$ cat src/verilog/gpao_params.svh
// register offsets, reset values and field positions for the gpio port block
`ifndef GPAO_PARAMS_SVH
`define GPAO_PARAMS_SVH
`define GPAO_OFS_B_OUT   8'h00
`define GPAO_OFS_B_DIR   8'h04
`define GPAO_OFS_B_PIN   8'h08
`define GPAO_OFS_C_OUT   8'h0c
`define GPAO_OFS_C_DIR   8'h10
`define GPAO_OFS_C_PIN   8'h14
`define GPAO_OFS_D_OUT   8'h18
`define GPAO_OFS_D_DIR   8'h1c
`define GPAO_OFS_D_PIN   8'h20
`define GPAO_OFS_E_OUT   8'h24
`define GPAO_OFS_E_DIR   8'h28
`define GPAO_OFS_E_PIN   8'h2c
`define GPAO_OFS_ALT     8'h30
`define GPAO_RST_BYTE    8'h00
`define GPAO_RST_E       3'h0
`define GPAO_E_MASK      8'h07
`define GPAO_ALT_TMR_BIT 0
`define GPAO_ALT_ADC_BIT 1
`define GPAO_RESP_OKAY   2'h0
`define GPAO_RESP_SLVERR 2'h2
`define GPAO_AW          8
`endif

$ cat src/verilog/gpao_pkg.sv
// types shared by the gpio port block
package gpao_pkg;
  typedef struct packed {
    logic pu_oe;
    logic pu_ov;
    logic dd_oe;
    logic dd_ov;
    logic pv_oe;
    logic pv_ov;
    logic die_oe;
    logic die_ov;
  } gpao_ovr_t;
  typedef enum logic [1:0] {GPAO_W_IDLE, GPAO_W_RESP} gpao_wst_t;
  typedef enum logic [1:0] {GPAO_R_IDLE, GPAO_R_RESP} gpao_rst_t;
endpackage : gpao_pkg

$ cat src/verilog/gpao_pin.sv
// one pin: override muxing and registered pad controls
`timescale 1ns/1ps
module gpao_pin (
  input  wire logic              clk,
  input  wire logic              rst_n,
  input  wire logic              ce,
  input  wire logic              latch,
  input  wire logic              dir,
  input  wire logic              pin_i,
  input  wire gpao_pkg::gpao_ovr_t ovr,
  output logic                   pad_o,
  output logic                   pad_oe,
  output logic                   pad_pu,
  output logic                   level
);
  logic o_nxt, oe_nxt, pu_nxt, lv_nxt;
  logic o_r, oe_r, pu_r, s1_r, lv_r;
  logic dir_eff, die;
  always_comb begin
    dir_eff = ovr.dd_oe ? ovr.dd_ov : dir; // RULE12
    oe_nxt  = dir_eff;
    o_nxt   = ovr.pv_oe ? ovr.pv_ov : latch; // RULE12
    pu_nxt  = ovr.pu_oe ? ovr.pu_ov : (latch & ~dir_eff); // RULE12
    die     = ovr.die_oe ? ovr.die_ov : 1'b1; // RULE12
    lv_nxt  = die ? s1_r : 1'b0; // RULE13
  end
  always_ff @(posedge clk or negedge rst_n) begin
    if (!rst_n) begin
      o_r  <= 1'b0;
      oe_r <= 1'b0;
      pu_r <= 1'b0;
      s1_r <= 1'b0;
      lv_r <= 1'b0;
    end else if (ce) begin
      o_r  <= o_nxt;
      oe_r <= oe_nxt;
      pu_r <= pu_nxt;
      s1_r <= pin_i;
      lv_r <= lv_nxt;
    end
  end
  assign pad_o  = o_r;
  assign pad_oe = oe_r;
  assign pad_pu = pu_r;
  assign level  = lv_r;
endmodule : gpao_pin

$ cat src/verilog/gpao_top.sv
// gpio ports b, c, d and e with alternate-function overrides on port e
//
// How it works
// [RULE1] A crystal oscillator using port e bit 2 takes that pin away from gpio.
// [RULE2] Port e bit 1 is the oscillator input for any clock but the rc one, and then not gpio.
// [RULE3] Software sets port e bit 1 direction to one before compare-b output appears.
// [RULE4] An active compare-b output enable replaces the port e bit 1 output with the waveform.
// [RULE5] With the reset-disable fuse programmed, port e bit 0 is an ordinary pin.
// [RULE6] With the fuse unprogrammed, port e bit 0 feeds reset and is no gpio pin.
// [RULE7] As reset input, port e bit 0 reads zero in direction, latch and level.
// [RULE8] Port b, c, d output latches are read/write and reset to zero.
// [RULE9] Port b, c, d direction registers are read/write and reset to zero.
// [RULE10] Pin level registers follow the pins and have no reset value of meaning.
// [RULE11] Port e registers implement bits 2 to 0; bits 7 to 3 read zero.
// [RULE12] An active override enable selects the alternate value over the register setting.
// [RULE13] Pin level reads give the synchronised pin unless digital input is disabled.
//
// The AXI4-Lite slave port and the register addresses were decided locally.
`timescale 1ns/1ps
`include "gpao_params.svh"
module gpao_top #(
  parameter int W  = 8,
  parameter int WE = 3
) (
  input  wire logic                REF_CLK,
  input  wire logic                ARST_N,
  input  wire logic                CE,
  input  wire logic [`GPAO_AW-1:0] S_AXI_AWADDR,
  input  wire logic                S_AXI_AWVALID,
  output logic                     S_AXI_AWREADY,
  input  wire logic [31:0]         S_AXI_WDATA,
  input  wire logic [3:0]          S_AXI_WSTRB,
  input  wire logic                S_AXI_WVALID,
  output logic                     S_AXI_WREADY,
  output logic [1:0]               S_AXI_BRESP,
  output logic                     S_AXI_BVALID,
  input  wire logic                S_AXI_BREADY,
  input  wire logic [`GPAO_AW-1:0] S_AXI_ARADDR,
  input  wire logic                S_AXI_ARVALID,
  output logic                     S_AXI_ARREADY,
  output logic [31:0]              S_AXI_RDATA,
  output logic [1:0]               S_AXI_RRESP,
  output logic                     S_AXI_RVALID,
  input  wire logic                S_AXI_RREADY,
  input  wire logic [3*W-1:0]      PIN_I,
  output logic [3*W-1:0]           PIN_O,
  output logic [3*W-1:0]           PIN_OE,
  output logic [3*W-1:0]           PIN_PU,
  input  wire logic [WE-1:0]       PORT_E_I,
  output logic [WE-1:0]            PORT_E_O,
  output logic [WE-1:0]            PORT_E_OE,
  output logic [WE-1:0]            PORT_E_PU,
  input  wire logic                OSC_XTAL_MODE,
  input  wire logic                OSC_EXT_CLK_MODE,
  input  wire logic                RESET_PIN_DISABLE_FUSE,
  input  wire logic                TIMER0_CMP_B_WAVE,
  output logic                     RESET_PIN_LEVEL
);
  logic rs1_r, rs2_r, rst_n;
  always_ff @(posedge REF_CLK or negedge ARST_N) begin
    if (!ARST_N) begin
      rs1_r <= 1'b0;
      rs2_r <= 1'b0;
    end else begin
      rs1_r <= 1'b1;
      rs2_r <= rs1_r;
    end
  end
  assign rst_n = rs2_r;

  // software state
  logic [3*W-1:0] latch_r, latch_nxt, dir_r, dir_nxt;
  logic [WE-1:0]  e_latch_r, e_latch_nxt, e_dir_r, e_dir_nxt;
  logic [1:0]     alt_r, alt_nxt;
  logic [3*W-1:0] lvl;
  logic [WE-1:0]  e_lvl;
  logic           rst_pin_mode, e0_gpio, e1_osc, e2_osc;

  // bus state
  gpao_pkg::gpao_wst_t wst_r, wst_nxt;
  gpao_pkg::gpao_rst_t rst_st_r, rst_st_nxt;
  logic                awr_r, awr_nxt, wr_r, wr_nxt, arr_r, arr_nxt;
  logic                aw_got_r, aw_got_nxt, w_got_r, w_got_nxt;
  logic [`GPAO_AW-1:0] awa_r, awa_nxt;
  logic [31:0]         wd_r, wd_nxt, rd_r, rd_nxt;
  logic [3:0]          ws_r, ws_nxt;
  logic [1:0]          bresp_r, bresp_nxt, rresp_r, rresp_nxt;
  logic                bv_r, bv_nxt, rv_r, rv_nxt;
  logic                do_wr;
  logic                rl_r, rl_nxt;

  assign rst_pin_mode = ~RESET_PIN_DISABLE_FUSE; // RULE6
  assign e0_gpio      = RESET_PIN_DISABLE_FUSE; // RULE5
  assign e1_osc       = OSC_EXT_CLK_MODE | OSC_XTAL_MODE; // RULE2
  assign e2_osc       = OSC_XTAL_MODE; // RULE1

  function automatic logic [31:0] rd_word(input logic [`GPAO_AW-1:0] a);
    logic [31:0] v;
    v = 32'h0;
    case (a)
      `GPAO_OFS_B_OUT: v[W-1:0] = latch_r[W-1:0]; // RULE8
      `GPAO_OFS_B_DIR: v[W-1:0] = dir_r[W-1:0]; // RULE9
      `GPAO_OFS_B_PIN: v[W-1:0] = lvl[W-1:0]; // RULE10
      `GPAO_OFS_C_OUT: v[W-1:0] = latch_r[2*W-1:W];
      `GPAO_OFS_C_DIR: v[W-1:0] = dir_r[2*W-1:W];
      `GPAO_OFS_C_PIN: v[W-1:0] = lvl[2*W-1:W];
      `GPAO_OFS_D_OUT: v[W-1:0] = latch_r[3*W-1:2*W];
      `GPAO_OFS_D_DIR: v[W-1:0] = dir_r[3*W-1:2*W];
      `GPAO_OFS_D_PIN: v[W-1:0] = lvl[3*W-1:2*W];
      `GPAO_OFS_E_OUT: v[WE-1:0] = {e_latch_r[WE-1:1], e_latch_r[0] & e0_gpio}; // RULE7 RULE11
      `GPAO_OFS_E_DIR: v[WE-1:0] = {e_dir_r[WE-1:1], e_dir_r[0] & e0_gpio}; // RULE7 RULE11
      `GPAO_OFS_E_PIN: v[WE-1:0] = {e_lvl[WE-1:1], e_lvl[0] & e0_gpio}; // RULE7 RULE11
      `GPAO_OFS_ALT:   v[1:0] = alt_r;
      default:         v = 32'h0;
    endcase
    return v;
  endfunction : rd_word

  function automatic logic known(input logic [`GPAO_AW-1:0] a);
    return (a <= `GPAO_OFS_ALT) && (a[1:0] == 2'h0);
  endfunction : known

  // axi4-lite write and read channels
  always_comb begin
    wst_nxt    = wst_r;
    awr_nxt    = awr_r;
    wr_nxt     = wr_r;
    aw_got_nxt = aw_got_r;
    w_got_nxt  = w_got_r;
    awa_nxt    = awa_r;
    wd_nxt     = wd_r;
    ws_nxt     = ws_r;
    bv_nxt     = bv_r;
    bresp_nxt  = bresp_r;
    do_wr      = 1'b0;
    case (wst_r)
      gpao_pkg::GPAO_W_IDLE: begin
        if (S_AXI_AWVALID && awr_r) begin
          aw_got_nxt = 1'b1;
          awa_nxt    = S_AXI_AWADDR;
          awr_nxt    = 1'b0;
        end
        if (S_AXI_WVALID && wr_r) begin
          w_got_nxt = 1'b1;
          wd_nxt    = S_AXI_WDATA;
          ws_nxt    = S_AXI_WSTRB;
          wr_nxt    = 1'b0;
        end
        if (aw_got_r && w_got_r) begin
          do_wr      = 1'b1;
          bv_nxt     = 1'b1;
          bresp_nxt  = known(awa_r) ? `GPAO_RESP_OKAY : `GPAO_RESP_SLVERR;
          aw_got_nxt = 1'b0;
          w_got_nxt  = 1'b0;
          wst_nxt    = gpao_pkg::GPAO_W_RESP;
        end
      end
      gpao_pkg::GPAO_W_RESP: begin
        if (S_AXI_BREADY) begin
          bv_nxt  = 1'b0;
          awr_nxt = 1'b1;
          wr_nxt  = 1'b1;
          wst_nxt = gpao_pkg::GPAO_W_IDLE;
        end
      end
      default: wst_nxt = gpao_pkg::GPAO_W_IDLE;
    endcase
    rst_st_nxt = rst_st_r;
    arr_nxt    = arr_r;
    rv_nxt     = rv_r;
    rd_nxt     = rd_r;
    rresp_nxt  = rresp_r;
    case (rst_st_r)
      gpao_pkg::GPAO_R_IDLE: begin
        if (S_AXI_ARVALID && arr_r) begin
          arr_nxt    = 1'b0;
          rv_nxt     = 1'b1;
          rd_nxt     = rd_word(S_AXI_ARADDR);
          rresp_nxt  = known(S_AXI_ARADDR) ? `GPAO_RESP_OKAY : `GPAO_RESP_SLVERR;
          rst_st_nxt = gpao_pkg::GPAO_R_RESP;
        end
      end
      gpao_pkg::GPAO_R_RESP: begin
        if (S_AXI_RREADY) begin
          rv_nxt     = 1'b0;
          arr_nxt    = 1'b1;
          rst_st_nxt = gpao_pkg::GPAO_R_IDLE;
        end
      end
      default: rst_st_nxt = gpao_pkg::GPAO_R_IDLE;
    endcase
  end

  // register writes, byte lane 0 only
  always_comb begin
    latch_nxt   = latch_r;
    dir_nxt     = dir_r;
    e_latch_nxt = e_latch_r;
    e_dir_nxt   = e_dir_r;
    alt_nxt     = alt_r;
    if (do_wr && ws_r[0]) begin
      case (awa_r)
        `GPAO_OFS_B_OUT: latch_nxt[W-1:0]     = wd_r[W-1:0]; // RULE8
        `GPAO_OFS_B_DIR: dir_nxt[W-1:0]       = wd_r[W-1:0]; // RULE9
        `GPAO_OFS_C_OUT: latch_nxt[2*W-1:W]   = wd_r[W-1:0]; // RULE8
        `GPAO_OFS_C_DIR: dir_nxt[2*W-1:W]     = wd_r[W-1:0]; // RULE9
        `GPAO_OFS_D_OUT: latch_nxt[3*W-1:2*W] = wd_r[W-1:0]; // RULE8
        `GPAO_OFS_D_DIR: dir_nxt[3*W-1:2*W]   = wd_r[W-1:0]; // RULE9
        `GPAO_OFS_E_OUT: e_latch_nxt          = wd_r[WE-1:0]; // RULE11
        `GPAO_OFS_E_DIR: e_dir_nxt            = wd_r[WE-1:0]; // RULE11
        `GPAO_OFS_ALT:   alt_nxt              = wd_r[1:0];
        default:         alt_nxt              = alt_r;
      endcase
    end
    rl_nxt = e_lvl[0] | e0_gpio;
  end

  always_ff @(posedge REF_CLK or negedge rst_n) begin
    if (!rst_n) begin
      wst_r     <= gpao_pkg::GPAO_W_IDLE;
      rst_st_r  <= gpao_pkg::GPAO_R_IDLE;
      awr_r     <= 1'b1;
      wr_r      <= 1'b1;
      arr_r     <= 1'b1;
      aw_got_r  <= 1'b0;
      w_got_r   <= 1'b0;
      awa_r     <= '0;
      wd_r      <= 32'h0;
      ws_r      <= 4'h0;
      bv_r      <= 1'b0;
      bresp_r   <= `GPAO_RESP_OKAY;
      rv_r      <= 1'b0;
      rd_r      <= 32'h0;
      rresp_r   <= `GPAO_RESP_OKAY;
      latch_r   <= '0; // RULE8
      dir_r     <= '0; // RULE9
      e_latch_r <= `GPAO_RST_E;
      e_dir_r   <= `GPAO_RST_E;
      alt_r     <= 2'h0;
      rl_r      <= 1'b1;
    end else if (CE) begin
      wst_r     <= wst_nxt;
      rst_st_r  <= rst_st_nxt;
      awr_r     <= awr_nxt;
      wr_r      <= wr_nxt;
      arr_r     <= arr_nxt;
      aw_got_r  <= aw_got_nxt;
      w_got_r   <= w_got_nxt;
      awa_r     <= awa_nxt;
      wd_r      <= wd_nxt;
      ws_r      <= ws_nxt;
      bv_r      <= bv_nxt;
      bresp_r   <= bresp_nxt;
      rv_r      <= rv_nxt;
      rd_r      <= rd_nxt;
      rresp_r   <= rresp_nxt;
      latch_r   <= latch_nxt;
      dir_r     <= dir_nxt;
      e_latch_r <= e_latch_nxt;
      e_dir_r   <= e_dir_nxt;
      alt_r     <= alt_nxt;
      rl_r      <= rl_nxt;
    end
  end

  // ports b, c, d: no overrides in this block
  genvar g;
  for (g = 0; g < 3*W; g++) begin : g_bcd
    gpao_pin u_pin (
      .clk(REF_CLK), .rst_n(rst_n), .ce(CE),
      .latch(latch_r[g]), .dir(dir_r[g]), .pin_i(PIN_I[g]),
      .ovr('0),
      .pad_o(PIN_O[g]), .pad_oe(PIN_OE[g]), .pad_pu(PIN_PU[g]), .level(lvl[g])
    );
  end

  // port e override table
  gpao_pkg::gpao_ovr_t e_ovr [WE];
  always_comb begin
    for (int i = 0; i < WE; i++) begin
      e_ovr[i] = '0;
    end
    // clock and reset uses force the pin to a quiet input, digital input left on
    e_ovr[0] = rst_pin_mode ? 8'hab : 8'h00; // RULE6
    e_ovr[1].pv_oe = alt_r[`GPAO_ALT_TMR_BIT] & ~e1_osc; // RULE4
    e_ovr[1].pv_ov = TIMER0_CMP_B_WAVE; // RULE4
    if (e1_osc) begin
      e_ovr[1] = 8'hab; // RULE2
    end
    e_ovr[2].die_oe = alt_r[`GPAO_ALT_ADC_BIT]; // RULE13
    if (e2_osc) begin
      e_ovr[2] = 8'hab; // RULE1
    end
  end

  for (g = 0; g < WE; g++) begin : g_e
    gpao_pin u_pin (
      .clk(REF_CLK), .rst_n(rst_n), .ce(CE),
      .latch(e_latch_r[g]), .dir(e_dir_r[g]), .pin_i(PORT_E_I[g]),
      .ovr(e_ovr[g]),
      .pad_o(PORT_E_O[g]), .pad_oe(PORT_E_OE[g]), .pad_pu(PORT_E_PU[g]), .level()
    );
  end

  // raw synchronised level of port e, reset pin read path kept separate
  logic [WE-1:0] es1_r, es2_r;
  always_ff @(posedge REF_CLK or negedge rst_n) begin
    if (!rst_n) begin
      es1_r <= '0;
      es2_r <= '0;
    end else if (CE) begin
      es1_r <= PORT_E_I;
      es2_r <= es1_r;
    end
  end
  always_comb begin
    e_lvl    = es2_r;
    e_lvl[1] = es2_r[1] & ~e1_osc; // RULE2
    e_lvl[2] = es2_r[2] & ~e2_osc & ~alt_r[`GPAO_ALT_ADC_BIT]; // RULE13
  end

  assign S_AXI_AWREADY   = awr_r;
  assign S_AXI_WREADY    = wr_r;
  assign S_AXI_BVALID    = bv_r;
  assign S_AXI_BRESP     = bresp_r;
  assign S_AXI_ARREADY   = arr_r;
  assign S_AXI_RVALID    = rv_r;
  assign S_AXI_RDATA     = rd_r;
  assign S_AXI_RRESP     = rresp_r;
  assign RESET_PIN_LEVEL = rl_r; // RULE6
endmodule : gpao_top

$ cat config.mk
export PLATFORM = sky130hd
export DESIGN_NAME = gpao_top
export DESIGN_NICKNAME = d
export VERILOG_FILES = /design/src/verilog/gpao_pkg.sv /design/src/verilog/gpao_pin.sv /design/src/verilog/gpao_top.sv
export VERILOG_INCLUDE_DIRS = /design/src /design/src/verilog
export SDC_FILE = /design/constraint.sdc
export NUM_CORES = 1
export LEC_CHECK = 0
export CORE_MARGIN = 2
export CORE_UTILIZATION = 55
export CTS_CLUSTER_DIAMETER = 50
export DETAILED_ROUTE_END_ITERATION = 10
export DONT_BUFFER_PORTS = 1
export GPL_TIMING_DRIVEN = 0
export HOLD_SLACK_MARGIN = 0.1
export PLACE_DENSITY_LB_ADDON = 0.1
export SLEW_MARGIN = 20
export SYNTH_ARGS = -nofsm -noshare
export SYNTH_HDL_FRONTEND = slang
export SYNTH_SLANG_ARGS = --single-unit
$ cat constraint.sdc
create_clock -name REF_CLK -period 20.5 [get_ports REF_CLK]
set_input_delay 2.05 -clock REF_CLK [delete_from_list [all_inputs] [get_ports REF_CLK]]
set_output_delay 2.05 -clock REF_CLK [all_outputs]
set_load 0.02 [all_outputs]
Word-level counts from Yosys, hierarchy flattened
Index checks and enable logic that the tools add are counted.
{"block": "word_totals", "wordCells": 335, "regBits": 234, "inputBits": 91}
{"block": "classes", "order_cmp": 2, "muxes": 43, "bitwise_logic": 66, "n_reduce_logical": 38, "n_eq_ne": 28}
{"cell": "== test 8 x 6 -> 1 bit (second input constant)", "count": 8}
{"cell": "== test 8 x 5 -> 1 bit (second input constant)", "count": 7}
{"cell": "AND reduction 3 bit", "count": 17}
{"cell": "one-hot mux 5 bit (9 select lines)", "count": 1}
{"cell": "AND 1 bit", "count": 34}
{"cell": "inverter 1 bit", "count": 30}
{"cell": "one-hot mux 2 bit (13 select lines)", "count": 1}
{"cell": "== test 8 x 4 -> 1 bit (second input constant)", "count": 3}
{"cell": "2-to-1 mux 1 bit", "count": 24}
{"cell": "2-to-1 mux 8 bit", "count": 3}
{"cell": "== test 8 x 3 -> 1 bit (second input constant)", "count": 2}
{"cell": "less-or-equal comparator 8 x 6 -> 1 bit (second input constant)", "count": 2}
{"cell": "zero test 8 bit", "count": 2}
{"cell": "AND reduction 4 bit", "count": 4}
{"cell": "2-to-1 mux 2 bit", "count": 6}
{"cell": "!= test 2 bit (second input constant)", "count": 6}
{"cell": "one-hot mux 1 bit (12 select lines)", "count": 1}
{"cell": "one-hot mux 1 bit (2 select lines)", "count": 5}
{"cell": "zero test 2 bit", "count": 4}
{"cell": "one-hot mux 2 bit (2 select lines)", "count": 2}
{"cell": "nonzero test 2 bit", "count": 4}
{"cell": "logical AND 1 bit", "count": 7}
{"cell": "== test 2 x 1 -> 1 bit (second input constant)", "count": 2}
{"cell": "OR 1 bit", "count": 2}

Depth between registers and ports, before layout
{"block": "logic_depth", "depth_word": 8, "depth_mapped": 7, "depth_no_buf": 5}

By module
From an unflattened synthesis, not the netlist that was laid out.
{"block": "unflattened", "hier_cells": 948, "area_unflattened_um2": 11328.4}
{"mod": "gpao_pin", "area_each_um2": 236.5, "cells_each": 20, "instances": 27, "seq_area_each_um2": 125.1}
{"mod": "gpao_top", "area_each_um2": 4943.5, "cells_each": 408, "instances": 1, "seq_area_each_um2": 2482.4}

Worst setup path before layout
OpenSTA, ideal clock, no wires.
{"block": "synth_path", "kind": "input -> register", "from": "in CE", "to": "reg latch_r[16]", "path_slack_ns": 17.007, "arrival_time_ns": 3.368, "stages": 6, "setup_ns": 0.125, "n_path_buf": 2, "path_cell_list": "buf_2 > and4b_1 > buf_4 > nand2_1 > nor4_4 > mux2_2"}
{"block": "synth_via", "elab_chain_cells": 1}
{"item": "start: declaration", "line_no": "gpao_top.sv:27", "rtl": "input wire logic CE,"}
{"item": "AND reduction 3 bit (no source line)"}
{"item": "end signal: assignment", "line_no": "gpao_top.sv:257", "rtl": "latch_r <= latch_nxt;"}
{"item": "end: declaration", "line_no": "gpao_top.sv:72", "rtl": "logic [3*W-1:0] latch_r, latch_nxt, dir_r, dir_nxt;"}
No other way between the ends.
A chain may end at the register's enable or synchronous reset.

Final worst setup path
{"block": "layout_path", "from": "in CE", "to": "reg rst_st_r[0]"}
{"block": "layout_via", "elab_chain_cells": 1}
{"item": "AND reduction 3 bit (no source line)"}
{"item": "end signal: assignment", "line_no": "gpao_top.sv:221", "rtl": "rst_st_r <= gpao_pkg::GPAO_R_IDLE;"}
{"item": "end signal: assignment", "line_no": "gpao_top.sv:243", "rtl": "rst_st_r <= rst_st_nxt;"}
{"item": "end: declaration", "line_no": "gpao_top.sv:81", "rtl": "gpao_pkg::gpao_rst_t rst_st_r, rst_st_nxt;"}
No other way between the ends.

==> impl_results.md <==
* Status: complete, no violations
* Drt pass-1 iters at 4
* DR vias/cell at 5.62
* Post-CTS setup buffers at 0
* Power after layout at between 0.001 and 0.0015 W
* Hold Fails Final Rpt at 0
* TritonCTS Sinks at around 230
* Sequential power share at 0.484
* Normalized max-slew margin at 0.268
* R2R setup slack at around 18 ns
* Internal power at approximately 0.00082 W
* Async set or reset register ratio after synthesis at 1.00
* Final worst setup slack at roughly 17 ns
* Vias in the first global route at slightly below 7000
* Setup Viol. Count Final at 0
* Fin crit period at 3.66 ns
* Netlist cell types at 54
* Final Wtd Congestion at between 0.8 and 0.9
* WL per Instance at ~24 um
* Combinational power share at 0.117
* Layout Skew at between 0.02 and 0.025 ns
* Synth area leaders: dfrtp_1 (54%), mux2_2 (20%), buf_4 (7.8%), o21ai_0 (1.9%), nand3b_1 (1.8%)
* Starting Density at 0.559
* Worst-Margin Slew at roughly 1.1 ns
* Mapped Avg Cell Area at 12.6 um2
* Port Buffers at 0
* Crit. Startpoint: CE
* Kind of critical path: input pin to flop
* Worst hold path type: flop to async pin
* Post-DP HPWL at between 15 and 20 mm
* Maximum VDD drop at ~77 uV
* Dpl cells at 1089
* Post-synthesis sequential area ratio at 0.548
* RSZ-0062 raised after global routing: no
* Hold_buf cts at 0
* FMAX at 0.273 GHz
* Mapped cell area at 0.0104 mm2
* Dpl ws at approximately 16 ns
* Clock Tree Root: clkbuf_16
* Critical path peak fanout at 10
* Share of layout cells above drive strength 1 at 0.401
* Cells after Synth at about 830
* Top-area cell type share of the netlist area at 0.538
* Die Span X at 142 um
* Final nets at slightly below 1000
* Initial drt markers at 289
* # IOs at between 200 and 250
* Num CTS Buffers at 27
* PwrDens at approximately 95 mW/mm2
* Overflow after GRT at 0
* Leakage at roughly 5.6 nW
* Final WL at roughly 27 mm
* CP required at about 21 ns
* Area grow syn2layout at 12.8%
* Initial antenna violation count at 1
* Clk slew on worst S/H paths at approximately 0.06 ns
* Via count at 6386
* Die area at between 0.02 and 0.025 mm2
* R2r startpoint: wst_r[0]$_DFFE_PN0P_
* Most frequent cells in the layout: dfrtp_1 (223), mux2_2 (182), buf_4 (108)
* Number of cell rows at 50
* Clk pwr share at 0.400
* Crit start category: input pin
* Nature of the critical path endpoint: flop
* CTS max path bufs at 3
* Ys flop type: dfrtp_1
* Warnings from Yosys at 0
* H-tree depth at 1
* Max Cap Viol at 0
* Switch share at 0.266
* Largest net degree at the start of global routing at a little under 60
* Global-route usage over all layers at 0.275
* TritonCTS clock tree: yes
* Max Slew Vio Count at 0
* Sw power at 0.000297 W
* Post-DRT Antenna Nets at 0
* Worst EP arrival at approximately 4 ns
* Overall die height at between 100 and 150 um
* Post-CTS Resized at 0
* Number of synthesized flops with an enable pin at 0
* Setup crit end: rst_st_r[0]$_DFFE_PN0P_
* Most common cell after layout, fill and taps aside: dfrtp_1
* Clk_lat worst skew at 0.53 ns
* Part of the cycle the worst path needs at 0.179
* Cell Count, Final, Fillers Out at approximately 1100
* Core footprint at roughly 0.019 mm2
* Post-synthesis register bit count at about 230
* Setup TNS at 0 ns
* Reg2Reg Capture Point: latch_r[23]$_DFFE_PN0P_
* First-pass GRT wire length at 41.4 mm
* Reg2reg path depth at 5
* Area leader, netlist: dfrtp_1
* # fillers at roughly 1500
* Area occupied by multi-input gates at approximately 0.0037 mm2
* DRC Markers at 0
* Register area at about 0.0057 mm2
## synthesized netlist by cell type, types with 3 or more instances
| cell | count |
|---|---|
| nand3b_1 | 25 |
| clkbuf_1 | 24 |
| a21o_1 | 3 |
| mux4_2 | 3 |
| dfrtp_1 | 224 |
| a32oi_1 | 4 |
| o21ai_1 | 3 |
| nand4b_1 | 3 |
| a22oi_1 | 8 |
| or3_1 | 3 |
| a22o_1 | 5 |
| buf_2 | 8 |
| o21ai_0 | 39 |
| nand2_1 | 28 |
| inv_1 | 38 |
| dfstp_2 | 4 |
| buf_1 | 3 |
| mux2i_1 | 10 |
| nand3_1 | 13 |
| o22ai_1 | 7 |
| nor2b_1 | 6 |
| a21oi_1 | 15 |
| a31oi_1 | 4 |
| nor2_1 | 16 |
| buf_4 | 108 |
| mux2_2 | 182 |
## worst min-delay path by stage
| stage | start | endpoint | slack [ns] | depth (start not counted) |
|---|---|---|---|---|
| floorplan | rs1_r$_DFF_PN0_ | rs2_r$_DFF_PN0_ | 0.33 | 0 |
| global placement | rs1_r$_DFF_PN0_ | rs2_r$_DFF_PN0_ | 0.34 | 0 |
| detailed placement | rs2_r$_DFF_PN0_ | wd_r[5]$_DFFE_PN0P_ | 0.30 | 0 |
| CTS | rs2_r$_DFF_PN0_ | wd_r[5]$_DFFE_PN0P_ | 0.30 | 0 |
| global route | rs2_r$_DFF_PN0_ | wd_r[5]$_DFFE_PN0P_ | 0.33 | 0 |
| finish | rs2_r$_DFF_PN0_ | wd_r[5]$_DFFE_PN0P_ | 0.29 | 0 |
## flip-flops by register name, summed over array words and instances (netlist names), 2 cells and up
register / cells
S_AXI_RDATA: 8
alt_r: 2
awa_r: 8
dir_r: 24
e_dir_r: 3
e_latch_r: 3
es1_r: 3
es2_r: 3
g_bcd.u_pin.level: 24
g_bcd.u_pin.pad_o: 24
g_bcd.u_pin.pad_oe: 24
g_bcd.u_pin.pad_pu: 24
g_bcd.u_pin.s1_r: 24
g_e.u_pin.pad_o: 3
g_e.u_pin.pad_oe: 3
g_e.u_pin.pad_pu: 3
latch_r: 24
wd_r: 8
## metrics by stage
step	hold slack [ns]	area, um2	utilization
after detailed placement	0.298	10900	0.586
final	0.287	11800	0.631
after floorplan	0.331	10500	-
after global placement	0.342	10800	0.580
after global routing	0.327	11800	0.631
after CTS	0.303	11800	0.631
## worst max-delay path, cell delays in order
cell and delay [ns]:
buf_2 0.23, clkbuf_1 0.61, clkbuf_1 0.86, nand2_1 0.13
nand2_1 0.11, nand2_1 0.05
## power groups by stage
stage / clock network, W / registers, W / logic, W
after floorplan: 0 / 0.000534 / 0.0000989
after detailed placement: 0 / 0.000546 / 0.000131
final: 0.000445 / 0.000539 / 0.000130
after global routing: 0.000474 / 0.000544 / 0.000143
after CTS: 0.000452 / 0.000538 / 0.000131
after global placement: 0 / 0.000549 / 0.000116
## kinds of logic (layout without fill, tap and decap cells)
kind of cell,count (synthesis),count (layout),share of synthesized area
and+or+nand+nor,121,121,0.0755
muxes,195,195,0.213
AOI/OAI and AO/OA,99,99,0.0581
DFF,228,228,0.548
buffers and inverters,181,232,0.105
other,2,28,0.000721
## metal layers
metal | global-route usage | wire (um)
met1 | 0.382 | 11300
met2 | 0.444 | 12900
met3 | 0.0564 | 2240
met4 | 0.0800 | 585
met5 | 0 | 0
## cell type report
type	instances	area share
clock buffer	38	0.0635
clock inverter	9	0.00745
antenna	1	0.000213
multi-input combinational	442	0.316
tap	234	0.0249
inverter	38	0.0121
timing repair buffer	4	0.00873
sequential	228	0.486
buffer	143	0.0810
Power figures use the tool's default switching activity.
